==> src/rtl/dtc_pkg.sv <==
// Purpose: Shared constants and types for the dual timer/event counter
// Assumes: Wishbone classic slave, 32-bit data, byte registers in low bits
// Notes:   Register offsets are byte addresses of aligned words
package dtc_pkg;

    localparam logic [7:0] ADR_C8_VALUE   = 8'h00;
    localparam logic [7:0] ADR_C8_CTRL    = 8'h04;
    localparam logic [7:0] ADR_C16_LOW    = 8'h08;
    localparam logic [7:0] ADR_C16_HIGH   = 8'h0C;
    localparam logic [7:0] ADR_C16_CTRL   = 8'h10;
    localparam logic [7:0] ADR_INT_CTRL   = 8'h14;
    localparam logic [7:0] ADR_STATUS     = 8'h18;

    localparam int MODE_HI   = 7;
    localparam int MODE_LO   = 6;
    localparam int CSRC_BIT  = 5;
    localparam int RUN_BIT   = 4;
    localparam int EDGE_BIT  = 3;
    localparam int PSC_HI    = 2;
    localparam int PSC_LO    = 0;

    localparam logic [7:0] C8_CTRL_RESET  = 8'h08;
    localparam logic [7:0] C16_CTRL_RESET = 8'h08;
    localparam logic [7:0] C8_CTRL_MASK   = 8'hDF;
    localparam logic [7:0] C16_CTRL_MASK  = 8'hF8;
    localparam logic [7:0] INT_CTRL_MASK  = 8'h03;

    localparam logic [1:0] SYS_DIV4_TERM  = 2'h3;

    typedef enum logic [1:0] {
        DTC_MODE_CMP_EVENT = 2'b00,
        DTC_MODE_PIN_EVENT = 2'b01,
        DTC_MODE_TIMER     = 2'b10,
        DTC_MODE_PULSE     = 2'b11
    } dtc_mode_t;

    typedef struct packed {
        logic       run;
        dtc_mode_t  mode;
        logic       edge_fall;
    } dtc_cfg_t;

    typedef struct packed {
        logic tick;
        logic pin_rise;
        logic pin_fall;
        logic cmp_rise;
        logic cmp_fall;
        logic pin_level;
    } dtc_evt_t;

endpackage

==> src/rtl/dtc_channel.sv <==
// Purpose: One up counter with preload, reload and mode-driven clocking
// Assumes: Events and tick are single-cycle pulses on clk_i
// Notes:   Width is a parameter; stop_o pulses when pulse capture ends
`timescale 1ns/1ps
module dtc_channel #(
    parameter int W = 8
) (
    input  wire logic              clk_i,
    input  wire logic              rst_i,
    input  wire dtc_pkg::dtc_cfg_t cfg_i,
    input  wire dtc_pkg::dtc_evt_t evt_i,
    input  wire logic              load_i,
    input  wire logic [W-1:0]      load_val_i,
    output logic [W-1:0]           count_o,
    output logic                   ovf_o,
    output logic                   stop_o
);

    logic [W-1:0] preload;
    logic         armed;
    logic         in_pulse;

    wire edge_sel  = cfg_i.edge_fall;
    wire pin_start = edge_sel ? evt_i.pin_rise : evt_i.pin_fall;
    wire pin_end   = edge_sel ? evt_i.pin_fall : evt_i.pin_rise;
    wire pin_cnt   = edge_sel ? evt_i.pin_fall : evt_i.pin_rise;
    wire cmp_cnt   = edge_sel ? evt_i.cmp_fall : evt_i.cmp_rise;

    wire pulse_md  = (cfg_i.mode == dtc_pkg::DTC_MODE_PULSE);
    wire step_raw  = (cfg_i.mode == dtc_pkg::DTC_MODE_TIMER)     ? evt_i.tick :
                     (cfg_i.mode == dtc_pkg::DTC_MODE_PIN_EVENT) ? pin_cnt :
                     (cfg_i.mode == dtc_pkg::DTC_MODE_CMP_EVENT) ? cmp_cnt :
                     (in_pulse & evt_i.tick);
    wire step      = cfg_i.run & step_raw;
    wire full      = (count_o == {W{1'b1}});
    wire wrap      = step & full;
    wire pulse_end = cfg_i.run & pulse_md & in_pulse & pin_end;

    assign armed = cfg_i.run & pulse_md & ~in_pulse & pin_start;

    // Preload has no reset: power-on contents are undefined by design
    always_ff @(posedge clk_i) begin
        if (load_i) begin
            preload <= load_val_i;
        end
    end

    always_ff @(posedge clk_i) begin
        if (rst_i) begin
            count_o  <= '0;
            ovf_o    <= 1'b0;
            stop_o   <= 1'b0;
            in_pulse <= 1'b0;
        end else begin
            ovf_o  <= wrap;
            stop_o <= pulse_end;
            if (!cfg_i.run || !pulse_md) begin
                in_pulse <= 1'b0;
            end else if (armed) begin
                in_pulse <= 1'b1;
            end else if (pulse_end) begin
                in_pulse <= 1'b0;
            end
            if (load_i && !cfg_i.run) begin
                count_o <= load_val_i;
            end else if (wrap) begin
                count_o <= preload;
            end else if (step) begin
                count_o <= count_o + 1'b1;
            end
        end
    end

endmodule

==> src/rtl/dtc_top.sv <==
// Purpose: Dual timer/event counter, 8-bit and 16-bit, Wishbone slave
// Assumes: Single clock clk_i at 10 MHz; pins and comparators are asynchronous
// Notes:   Wake-up pulses on any overflow, independent of interrupt enables
//
// The implementer's own choices: the placing of the registers and the Wishbone interface to the registers.
`timescale 1ns/1ps
module dtc_top #(
    parameter int PSC_W = 7
) (
    input  wire logic        clk_i,
    input  wire logic        rst_i,
    input  wire logic        cyc_i,
    input  wire logic        stb_i,
    input  wire logic        we_i,
    input  wire logic [7:0]  adr_i,
    input  wire logic [3:0]  sel_i,
    input  wire logic [31:0] dat_i,
    output logic [31:0]      dat_o,
    output logic             ack_o,
    input  wire logic        counter8_event_pin_i,
    input  wire logic        counter16_event_pin_i,
    input  wire logic        comparator_one_output_i,
    input  wire logic        comparator_two_output_i,
    input  wire logic        sub_clock_i,
    output logic             c8_irq_o,
    output logic             c16_irq_o,
    output logic             wakeup_o,
    output logic             c8_ovf_o,
    output logic             c16_ovf_o
);

    ////////////////////////////////////////////////////////////////////////////
    // Synchronisers and edge detection
    localparam int NSYN = 5;

    wire  [NSYN-1:0] async_in = {sub_clock_i, comparator_two_output_i,
                                 comparator_one_output_i, counter16_event_pin_i,
                                 counter8_event_pin_i};
    logic [NSYN-1:0] sync_a;
    logic [NSYN-1:0] sync_b;
    logic [NSYN-1:0] sync_d;

    // Edge detectors read only the second stage and its delayed copy
    always_ff @(posedge clk_i) begin
        if (rst_i) begin
            sync_a <= '0;
            sync_b <= '0;
            sync_d <= '0;
        end else begin
            sync_a <= async_in;
            sync_b <= sync_a;
            sync_d <= sync_b;
        end
    end

    wire [NSYN-1:0] rise = sync_b & ~sync_d;
    wire [NSYN-1:0] fall = ~sync_b & sync_d;

    ////////////////////////////////////////////////////////////////////////////
    // Registers
    logic [7:0]  c8_ctrl;
    logic [7:0]  c16_ctrl;
    logic [7:0]  int_ctrl;
    logic [7:0]  low_buf;
    logic [7:0]  low_latch;
    logic [7:0]  c8_count;
    logic [15:0] c16_count;
    logic        c8_ovf;
    logic        c16_ovf;
    logic        c8_stop;
    logic        c16_stop;
    logic [1:0]  ovf_seen;

    wire req     = cyc_i & stb_i & ~ack_o;
    wire wr      = req & we_i & sel_i[0];
    wire rd      = req & ~we_i;
    wire wr_c8v  = wr & (adr_i == dtc_pkg::ADR_C8_VALUE);
    wire wr_c8c  = wr & (adr_i == dtc_pkg::ADR_C8_CTRL);
    wire wr_c16l = wr & (adr_i == dtc_pkg::ADR_C16_LOW);
    wire wr_c16h = wr & (adr_i == dtc_pkg::ADR_C16_HIGH);
    wire wr_c16c = wr & (adr_i == dtc_pkg::ADR_C16_CTRL);
    wire wr_intc = wr & (adr_i == dtc_pkg::ADR_INT_CTRL);
    wire wr_stat = wr & (adr_i == dtc_pkg::ADR_STATUS);
    wire rd_c16h = rd & (adr_i == dtc_pkg::ADR_C16_HIGH);
    wire [7:0] wd = dat_i[7:0];

    // Status bits are sticky overflow flags, write one to clear; set wins
    wire [1:0] next_ovf_seen = {c16_ovf, c8_ovf} |
                               (ovf_seen & ~({2{wr_stat}} & wd[1:0]));

    always_ff @(posedge clk_i) begin
        if (rst_i) begin
            c8_ctrl  <= dtc_pkg::C8_CTRL_RESET;
            c16_ctrl <= dtc_pkg::C16_CTRL_RESET;
            int_ctrl <= '0;
            ovf_seen <= '0;
        end else begin
            ovf_seen <= next_ovf_seen;
            if (wr_c8c) begin
                c8_ctrl <= wd & dtc_pkg::C8_CTRL_MASK;
            end else if (c8_stop) begin
                c8_ctrl[dtc_pkg::RUN_BIT] <= 1'b0;
            end
            if (wr_c16c) begin
                c16_ctrl <= wd & dtc_pkg::C16_CTRL_MASK;
            end else if (c16_stop) begin
                c16_ctrl[dtc_pkg::RUN_BIT] <= 1'b0;
            end
            if (wr_intc) begin
                int_ctrl <= wd & dtc_pkg::INT_CTRL_MASK;
            end
        end
    end

    // Holding buffers need no reset; low_buf is written and low_latch is filled by a C16 high read before use
    always_ff @(posedge clk_i) begin
        if (wr_c16l) begin
            low_buf <= wd;
        end
        if (rd_c16h) begin
            low_latch <= c16_count[7:0];
        end
    end

    ////////////////////////////////////////////////////////////////////////////
    // Clock sources
    logic [PSC_W-1:0] psc_cnt;
    logic [1:0]       div4_cnt;

    wire [2:0] psc_sel  = c8_ctrl[dtc_pkg::PSC_HI:dtc_pkg::PSC_LO];
    wire [PSC_W-1:0] psc_mask = PSC_W'((1 << psc_sel) - 1);
    wire c8_tick   = ((psc_cnt & psc_mask) == '0);
    wire div4_tick = (div4_cnt == dtc_pkg::SYS_DIV4_TERM);
    wire c16_tick  = c16_ctrl[dtc_pkg::CSRC_BIT] ? rise[4] : div4_tick;

    always_ff @(posedge clk_i) begin
        if (rst_i) begin
            psc_cnt  <= '0;
            div4_cnt <= '0;
        end else begin
            psc_cnt  <= psc_cnt + 1'b1;
            div4_cnt <= div4_cnt + 1'b1;
        end
    end

    ////////////////////////////////////////////////////////////////////////////
    // Counter channels
    dtc_pkg::dtc_cfg_t c8_cfg;
    dtc_pkg::dtc_cfg_t c16_cfg;
    dtc_pkg::dtc_evt_t c8_evt;
    dtc_pkg::dtc_evt_t c16_evt;

    assign c8_cfg  = '{run:       c8_ctrl[dtc_pkg::RUN_BIT],
                       mode:      dtc_pkg::dtc_mode_t'(c8_ctrl[dtc_pkg::MODE_HI:dtc_pkg::MODE_LO]),
                       edge_fall: c8_ctrl[dtc_pkg::EDGE_BIT]};
    assign c16_cfg = '{run:       c16_ctrl[dtc_pkg::RUN_BIT],
                       mode:      dtc_pkg::dtc_mode_t'(c16_ctrl[dtc_pkg::MODE_HI:dtc_pkg::MODE_LO]),
                       edge_fall: c16_ctrl[dtc_pkg::EDGE_BIT]};
    assign c8_evt  = '{tick: c8_tick, pin_rise: rise[0], pin_fall: fall[0],
                       cmp_rise: rise[2], cmp_fall: fall[2], pin_level: sync_b[0]};
    assign c16_evt = '{tick: c16_tick, pin_rise: rise[1], pin_fall: fall[1],
                       cmp_rise: rise[3], cmp_fall: fall[3], pin_level: sync_b[1]};

    dtc_channel #(.W(8)) u_c8 (
        .clk_i      (clk_i),
        .rst_i      (rst_i),
        .cfg_i      (c8_cfg),
        .evt_i      (c8_evt),
        .load_i     (wr_c8v),
        .load_val_i (wd),
        .count_o    (c8_count),
        .ovf_o      (c8_ovf),
        .stop_o     (c8_stop)
    );

    dtc_channel #(.W(16)) u_c16 (
        .clk_i      (clk_i),
        .rst_i      (rst_i),
        .cfg_i      (c16_cfg),
        .evt_i      (c16_evt),
        .load_i     (wr_c16h),
        .load_val_i ({wd, low_buf}),
        .count_o    (c16_count),
        .ovf_o      (c16_ovf),
        .stop_o     (c16_stop)
    );

    ////////////////////////////////////////////////////////////////////////////
    // Read mux and outputs
    wire [7:0] rd_byte =
        (adr_i == dtc_pkg::ADR_C8_VALUE) ? c8_count :
        (adr_i == dtc_pkg::ADR_C8_CTRL)  ? c8_ctrl :
        (adr_i == dtc_pkg::ADR_C16_LOW)  ? low_latch :
        (adr_i == dtc_pkg::ADR_C16_HIGH) ? c16_count[15:8] :
        (adr_i == dtc_pkg::ADR_C16_CTRL) ? c16_ctrl :
        (adr_i == dtc_pkg::ADR_INT_CTRL) ? int_ctrl :
        (adr_i == dtc_pkg::ADR_STATUS)   ? {6'h00, ovf_seen} : 8'h00;

    always_ff @(posedge clk_i) begin
        if (rst_i) begin
            ack_o     <= 1'b0;
            dat_o     <= '0;
            c8_irq_o  <= 1'b0;
            c16_irq_o <= 1'b0;
            wakeup_o  <= 1'b0;
            c8_ovf_o  <= 1'b0;
            c16_ovf_o <= 1'b0;
        end else begin
            ack_o     <= req;
            dat_o     <= rd ? {24'h000000, rd_byte} : 32'h00000000;
            c8_irq_o  <= c8_ovf & int_ctrl[0];
            c16_irq_o <= c16_ovf & int_ctrl[1];
            wakeup_o  <= c8_ovf | c16_ovf;
            c8_ovf_o  <= c8_ovf;
            c16_ovf_o <= c16_ovf;
        end
    end

endmodule

==> config.mk <==
export PLATFORM = sky130hd
export DESIGN_NAME = dtc_top
export DESIGN_NICKNAME = d
export VERILOG_FILES = /design/src/rtl/dtc_pkg.sv /design/src/rtl/dtc_channel.sv /design/src/rtl/dtc_top.sv
export SDC_FILE = /design/constraint.sdc
export NUM_CORES = 1
export LEC_CHECK = 0
export BUFFER_PORTS_ARGS = -buffer_cell sky130_fd_sc_hd__buf_2
export CAP_MARGIN = 20
export CORE_MARGIN = 4
export CORE_UTILIZATION = 40
export CTS_BUF_LIST = sky130_fd_sc_hd__clkbuf_4 sky130_fd_sc_hd__clkbuf_8
export CTS_CLUSTER_DIAMETER = 60
export CTS_CLUSTER_SIZE = 20
export DETAILED_ROUTE_END_ITERATION = 10
export MAX_ROUTING_LAYER = met4
export PLACE_DENSITY = 0.62
export SYNTH_ARGS = -nofsm -noshare
export SYNTH_HDL_FRONTEND = slang
export SYNTH_SLANG_ARGS = --single-unit
==> constraint.sdc <==
create_clock -name clk_i -period 3.4 [get_ports clk_i]
set_input_delay 0.34 -clock clk_i [delete_from_list [all_inputs] [get_ports clk_i]]
set_output_delay 0.34 -clock clk_i [all_outputs]
set_load 0.1 [all_outputs]
# Yosys cells after proc, flatten, opt, wreduce, memory -nomap -nowiden
# Cells that the tools add are included.
op_classes:
  n_mux: 34
  n_eq_ne: 15
  addsub: 5
  n_bitwise: 46
  shift: 1
  reduce_logical: 21
ops:
  columns: ["op", "count"]
  rows:
  - ["$mux W8", 8]
  - ["$mux W16", 3]
  - ["$and A1 B1 Y1", 31]
  - ["$eq A8 B5 Y1 const B", 3]
  - ["$mux W1", 21]
  - ["$add A16 B1 Y16 const B", 1]
  - ["$eq A16 B16 Y1 const B", 1]
  - ["$eq A8 B4 Y1 const B", 2]
  - ["$eq A2 B2 Y1 const B", 5]
  - ["$add A8 B1 Y8 const B", 1]
  - ["$eq A8 B3 Y1 const B", 1]
  - ["$eq A8 B8 Y1 const B", 1]
  - ["$logic_not A8 Y1", 1]
  - ["$reduce_bool A2 Y1", 4]
  - ["$add A7 B1 Y7 const B", 1]
  - ["$and A7 B7 Y7", 1]
  - ["$logic_not A7 Y1", 1]
  - ["$shl A1 B3 Y7 const A", 1]
  - ["$sub A7 B2 Y7 const B", 1]
  - ["$reduce_bool A3 Y1", 2]
  - ["$reduce_or A2 Y1", 3]
  - ["$and A5 B5 Y5", 1]
  - ["$not A1 Y1", 5]
  - ["$not A5 Y5", 1]
  - ["13 further kinds", 22]
totals:
  ff_bits: 148
  input_bits: 54
  out_inout_bits: 38
  word_cells: 153

# Depth between registers and ports, before layout
logic_depth:
  depth_word: 12
  mapped_depth: 8
  ltp_nobuf: 7

# Modules after synthesis
# Synthesis repeated with hierarchy kept, for this count alone.
unflattened:
  hier_cells: 595
  hier_area_um2: 6029.5
modules_own_cells:
  columns: ["module", "n_inst", "area_per_inst_um2", "seq_area_each_um2", "cells_per_inst"]
  rows:
  - ["dtc_top", 1, 3159.3, 1561.5, 308]
  - ["dtc_channel (u_c16)", 1, 1820.5, 860.8, 185]
  - ["dtc_channel (u_c8)", 1, 1049.8, 460.4, 102]

# Worst setup path after synthesis
# No wires, ideal clock.
synth_path:
  path_kind: "reg-to-reg"
  start: "reg ack_o"
  end: "reg u_c16.preload[0] (enable)"
  setup_ns: 0.388
  n_path_buf: 1
  period_less_slack_ns: 2.582
  path_slack_ns: 0.818
  stages_incl_launch_ff: 5
  required_time_ns: 3.012
  arrival_time_ns: 2.193
  cell_sequence: "dfxtp_1 > nand3b_1 > or2_2 > clkbuf_1 > nor2_1"
synth_between:
  elab_chain_cells: 5
synth_rtl:
  columns: ["item", "line", "source"]
  rows:
  - ["start: declaration", "dtc_top.sv:19", "output logic ack_o,"]
  - ["start signal: assignment", "dtc_top.sv:209", "ack_o <= req;"]
  - ["$not A1 Y1", "dtc_top.sv:74", "wire req = cyc_i & stb_i & ~ack_o;"]
  - ["$and A1 B1 Y1", "dtc_top.sv:74", null]
  - ["$and A1 B1 Y1 (2 in a row)", "dtc_top.sv:75", "wire wr = req & we_i & sel_i[0];"]
  - ["$and A1 B1 Y1", "dtc_top.sv:80", "wire wr_c16h = wr & (adr_i == dtc_pkg::ADR_C16_HIGH);"]
  - ["net u_c16.load_i", "dtc_channel.sv:12", "input wire logic load_i,"]
  - ["end signal: assignment", "dtc_channel.sv:44", "preload <= load_val_i;"]
  - ["end: declaration", "dtc_channel.sv:19", "logic [W-1:0] preload;"]
# The timed path passes the listed nets, and every way through them passes these cells.
# A chain may end at the register's enable or synchronous reset.

# Worst setup path in the final report
layout_path:
  start: "reg u_c16.count_o[0]"
  end: "reg u_c16.count_o[0]"
layout_between:
  elab_chain_cells: 4
  word_cells_on_any_way: 7
  cone_classes: "1 x add/sub; 1 x eq/ne; 3 x mux; 1 x bitwise; 1 x reduce/logical"
layout_rtl:
  columns: ["item", "line", "source"]
  rows:
  - ["start: declaration", "dtc_channel.sv:14", "output logic [W-1:0] count_o,"]
  - ["start signal: assignment", "dtc_channel.sv:65", "count_o <= load_val_i;"]
  - ["start signal: assignment", "dtc_channel.sv:67", "count_o <= preload;"]
  - ["start signal: assignment", "dtc_channel.sv:69", "count_o <= count_o + 1'b1;"]
  - ["$add A16 B1 Y16 or $eq A16 B16 Y1 (tied branches)", "dtc_channel.sv:69, dtc_channel.sv:35", null]
  - ["$mux W16 or $and A1 B1 Y1 (tied branches)", "dtc_channel.sv:68, dtc_channel.sv:36", null]
  - ["$mux W16", "dtc_channel.sv:66", "end else if (wrap) begin"]
  - ["$mux W16", "dtc_channel.sv:64", "if (load_i && !cfg_i.run) begin"]
# Several ways; a longest one is shown, not always the timed one. The select of a mux whose other input is x is not followed.

==> impl_metrics.prom <==
# TYPE chip_impl_metric gauge
chip_impl_info{name="status",value="complete, no violations"} 1
chip_impl_metric{name="hpwl",unit="um"} 9280
chip_impl_metric{name="drc_errors",unit=""} 0
chip_impl_metric{name="post_syn_area",unit="mm^2"} 0.00561
chip_impl_metric{name="final-max-slew-violation-count",unit=""} 0
chip_impl_metric{name="synthToLayoutAreaGrowth",unit="%"} 11.0
chip_impl_metric{name="synth_simple_gate_area_share",unit="%"} 21.0
chip_impl_metric{name="power_per_cell_area",unit="mW/mm^2"} 471
chip_impl_metric{name="maxCapViolCount",unit=""} 0
chip_impl_metric{name="instances_no_fill",unit=""} 799
chip_impl_metric{name="synth_compound_gate_area_share",unit="%"} 14.4
chip_impl_metric{name="die_height",unit="um"} 126
chip_impl_metric{name="cts_inserted_buffers",unit=""} 17
chip_impl_metric{name="period_minus_slack",unit="ns"} 2.64
chip_impl_metric{name="initial_core_util",unit="%"} 41.5
chip_impl_metric{name="wl",unit="um"} 13300
chip_impl_metric{name="finalHoldWorstSlack",unit="ns"} 0.103
chip_impl_metric{name="gp_congestion",unit=""} 0.874
chip_impl_metric{name="critical_path_at",unit="ns"} 2.94
chip_impl_metric{name="clock_sinks",unit=""} 124
chip_impl_info{name="synth_most_common_cell",value="sky130_fd_sc_hd__dfxtp_1"} 1
chip_impl_metric{name="ir_worst_vdd",unit="V"} 0.000218
chip_impl_info{name="grt_setup_unrepaired",value="false"} 1
chip_impl_info{name="worstReg2RegEnd",value="u_c16.count_o[0]"} 1
chip_impl_metric{name="synth_mux_area_share",unit="%"} 3.77
chip_impl_metric{name="number_of_antenna_violations_at_the_first_check_in_global_routing",unit=""} 0
chip_impl_metric{name="post-place-ws",unit="ns"} 0.784
chip_impl_info{name="dominant_combinational_cell_family_by_area_after_synthesis",value="simple AND/OR/NAND/NOR gates"} 1
chip_impl_metric{name="detailedRoute.firstIterationViolations",unit=""} 424
chip_impl_metric{name="core_area",unit="mm^2"} 0.0135
chip_impl_metric{name="sequential_share_of_the_synthesized_area",unit="%"} 51.4
chip_impl_metric{name="groute.usage.overall",unit="%"} 17.4
chip_impl_metric{name="yosysWarnings",unit=""} 0
chip_impl_metric{name="num_rows",unit=""} 42
chip_impl_info{name="synth_top_cells_by_count",value="sky130_fd_sc_hd__dfxtp_1 (84), sky130_fd_sc_hd__nand2_1 (49), sky130_fd_sc_hd__nor2_1 (49), sky130_fd_sc_hd__a21oi_1 (43), sky130_fd_sc_hd__edfxtp_1 (40)"} 1
chip_impl_metric{name="grt_pass1_wl",unit="um"} 21200
chip_impl_metric{name="post-layout-total-power",unit="mW"} 2.93
chip_impl_metric{name="ff_latch_area",unit="mm^2"} 0.00288
chip_impl_metric{name="finalHoldViolations",unit=""} 0
chip_impl_info{name="worstReg2RegStart",value="u_c16.count_o[0]"} 1
chip_impl_metric{name="timing_worst_slew_pin_value",unit="ns"} 0.762
chip_impl_metric{name="synth-xor-area-share",unit="%"} 2.34
chip_impl_metric{name="crit_fanout",unit=""} 15
chip_impl_metric{name="final.fill_count",unit=""} 1253
chip_impl_metric{name="timing.critical_path.required",unit="ns"} 3.70
chip_impl_metric{name="die-area",unit="mm^2"} 0.0160
chip_impl_metric{name="fin_nets",unit=""} 668
chip_impl_metric{name="ys_ff_latch",unit=""} 124
chip_impl_info{name="worst_setup_ep",value="u_c16.count_o[0]"} 1
chip_impl_metric{name="placed_area",unit="mm^2"} 0.00587
chip_impl_metric{name="r2r_cells",unit=""} 7
chip_impl_metric{name="synthesis.area_per_instance",unit="um^2"} 9.82
chip_impl_info{name="tritoncts",value="done"} 1
chip_impl_info{name="timing.critical_path.from",value="u_c16.count_o[0]"} 1
chip_impl_metric{name="synth_edf_count",unit=""} 40
chip_impl_metric{name="final_cell_area",unit="mm^2"} 0.00622
chip_impl_metric{name="post_cts_buffers",unit=""} 0
chip_impl_metric{name="finalSetupViolations",unit=""} 0
chip_impl_metric{name="layout-drive-gt1-share",unit="%"} 15.8
chip_impl_info{name="synthTopCellsByArea",value="sky130_fd_sc_hd__dfxtp_1 (30%), sky130_fd_sc_hd__edfxtp_1 (21%), sky130_fd_sc_hd__a21oi_1 (3.8%)"} 1
chip_impl_metric{name="cts.hold.buffers_added",unit=""} 0
chip_impl_metric{name="htree_num_levels",unit=""} 4
chip_impl_info{name="path_class",value="reg -> reg"} 1
chip_impl_metric{name="register_to_register_setup_slack",unit="ns"} 0.76
chip_impl_metric{name="first_global_vias",unit=""} 4079
chip_impl_metric{name="multiInputGateArea",unit="mm^2"} 0.00246
chip_impl_metric{name="cts.reportedPaths.clkPinSlew",unit="ns"} 0.07
chip_impl_metric{name="detail-route-antenna-nets",unit=""} 0
chip_impl_metric{name="vias",unit=""} 4382
chip_impl_metric{name="yosys.area.top_type_share",unit="%"} 30.0
chip_impl_metric{name="post_synth_inst_count",unit=""} 571
chip_impl_metric{name="grt_remaining_overflow",unit=""} 0
chip_impl_metric{name="routedWlPerCell",unit="um"} 16.6
chip_impl_metric{name="finish.utilization",unit="%"} 46.1
chip_impl_metric{name="netlist-cell-type-count",unit=""} 58
chip_impl_metric{name="cts_max_path_buffers",unit=""} 2
chip_impl_info{name="synth_top_area_cell",value="sky130_fd_sc_hd__dfxtp_1"} 1
chip_impl_metric{name="grt_max_degree",unit=""} 49
chip_impl_metric{name="asyncSetResetFlopFracSynth",unit="%"} 0
chip_impl_metric{name="skew",unit="ns"} 0.00962
chip_impl_metric{name="dp.cells",unit=""} 767
chip_impl_metric{name="max-slew-margin-rel",unit="%"} 49.0
chip_impl_info{name="worst_setup_path_start_kind",value="flop"} 1
chip_impl_metric{name="cts_resized",unit=""} 0
chip_impl_metric{name="total_leakage_power",unit="nW"} 2.21
chip_impl_info{name="min_delay_worst_type",value="in -> reg"} 1
chip_impl_metric{name="route.detailed.vias_per_inst",unit=""} 5.48
chip_impl_metric{name="highest_clock_rate",unit="MHz"} 379
chip_impl_info{name="setup.worst_path.end_class",value="flop"} 1
chip_impl_info{name="clock_tree.root_cell",value="sky130_fd_sc_hd__clkbuf_8"} 1
chip_impl_metric{name="detail_route.first_pass.iterations",unit=""} 4
chip_impl_metric{name="setup-tns-final",unit="ns"} 0
chip_impl_metric{name="design.portCount",unit=""} 92
chip_impl_info{name="postSynth.topFlopCell",value="sky130_fd_sc_hd__dfxtp_1"} 1
chip_impl_metric{name="synth_fa_ha_area_share",unit="%"} 0.893
chip_impl_metric{name="die_w",unit="um"} 126
chip_impl_metric{name="post-route-period-util",unit="%"} 77.7
chip_impl_metric{name="port_buffers",unit=""} 40
chip_impl_metric{name="layout_setup_ws",unit="ns"} 0.759
chip_impl_metric{name="clk_latency",unit="ns"} 0.44
[metal layers]
| metal | global-route usage (%) | wire length, um |
|---|---|---|
| met1 | 23.0 | 6260 |
| met3 | 4.75 | 820 |
| met4 | 5.80 | 198 |
| met2 | 25.9 | 6020 |
| met5 | - | 0 |
[registers in the layout, indices dropped and copies added, names as in the netlist, 2 cells and up]
register / flops
div4_cnt: 2
u_c8.preload: 8
u_c16.count_o: 16
u_c8.count_o: 8
low_latch: 8
ovf_seen: 2
sync_b: 5
sync_a: 5
c8_ctrl: 7
u_c16.preload: 16
sync_d: 5
c16_ctrl: 5
low_buf: 8
int_ctrl: 2
psc_cnt: 7
dat_o: 8
[power breakdown]
group          internal (mW)  switching [mW]  leakage, nW
sequential              1.54         0.00676         1.03
combinational         0.0378           0.186        0.986
clock                  0.615           0.553        0.193
[cell type report]
cell class,instances,share of cell area [%]
sequential,124,46.3
multi-input combinational,407,39.6
clock buffer,22,4.46
timing repair buffer,48,4.18
tap,176,3.54
clock inverter,9,1.19
inverter,12,0.724
antenna,1,0.0402
[logic make-up (layout without fill, tap and decap cells)]
| family | after synthesis | in the layout |
|---|---|---|
| other | 1 | 25 |
| xor gates and xnor gates | 15 | 15 |
| and+or+nand+nor | 224 | 224 |
| muxes | 19 | 19 |
| DFF | 124 | 124 |
| buffers and inverters | 63 | 91 |
| AOI/OAI and AO/OA | 121 | 121 |
| adders and majority gates | 4 | 4 |
[worst min path at each step]
stage | from | end | slack (ns) | cells after the start
floorplan | div4_cnt[0] | div4_cnt[0] | 0.40 | 1
CTS | counter16_event_pin_i | sync_a[1] | 0.08 | 2
finish | counter16_event_pin_i | sync_a[1] | 0.10 | 2
global placement | div4_cnt[0] | div4_cnt[0] | 0.41 | 1
global route | comparator_two_output_i | sync_a[3] | 0.09 | 2
detailed placement | div4_cnt[0] | div4_cnt[0] | 0.42 | 1
[layout by cell type (no fill, tap or decap), drive strengths merged, types with 9 or more instances in the layout]
cell type / n
edfxtp: 40
o21ai: 9
a31oi: 9
clkbuf: 22
nor3: 15
nor2: 51
nor2b: 30
mux2i: 11
dfxtp: 84
buf: 48
nand2: 49
a21oi: 43
nand4: 9
and3: 9
inv: 12
o211ai: 10
conb: 24
nand3: 26
[critical path, stage by stage (launching register included)]
cell	delay (ns)
sky130_fd_sc_hd__dfxtp_1	0.43
sky130_fd_sc_hd__ha_1	0.24
sky130_fd_sc_hd__nand3_1	0.23
sky130_fd_sc_hd__nor4_4	0.50
sky130_fd_sc_hd__nand2_1	0.45
sky130_fd_sc_hd__or3_1	0.45
sky130_fd_sc_hd__o211ai_1	0.09
sky130_fd_sc_hd__a211oi_1	0.10
No activity file was read; power rests on OpenSTA's default activity.
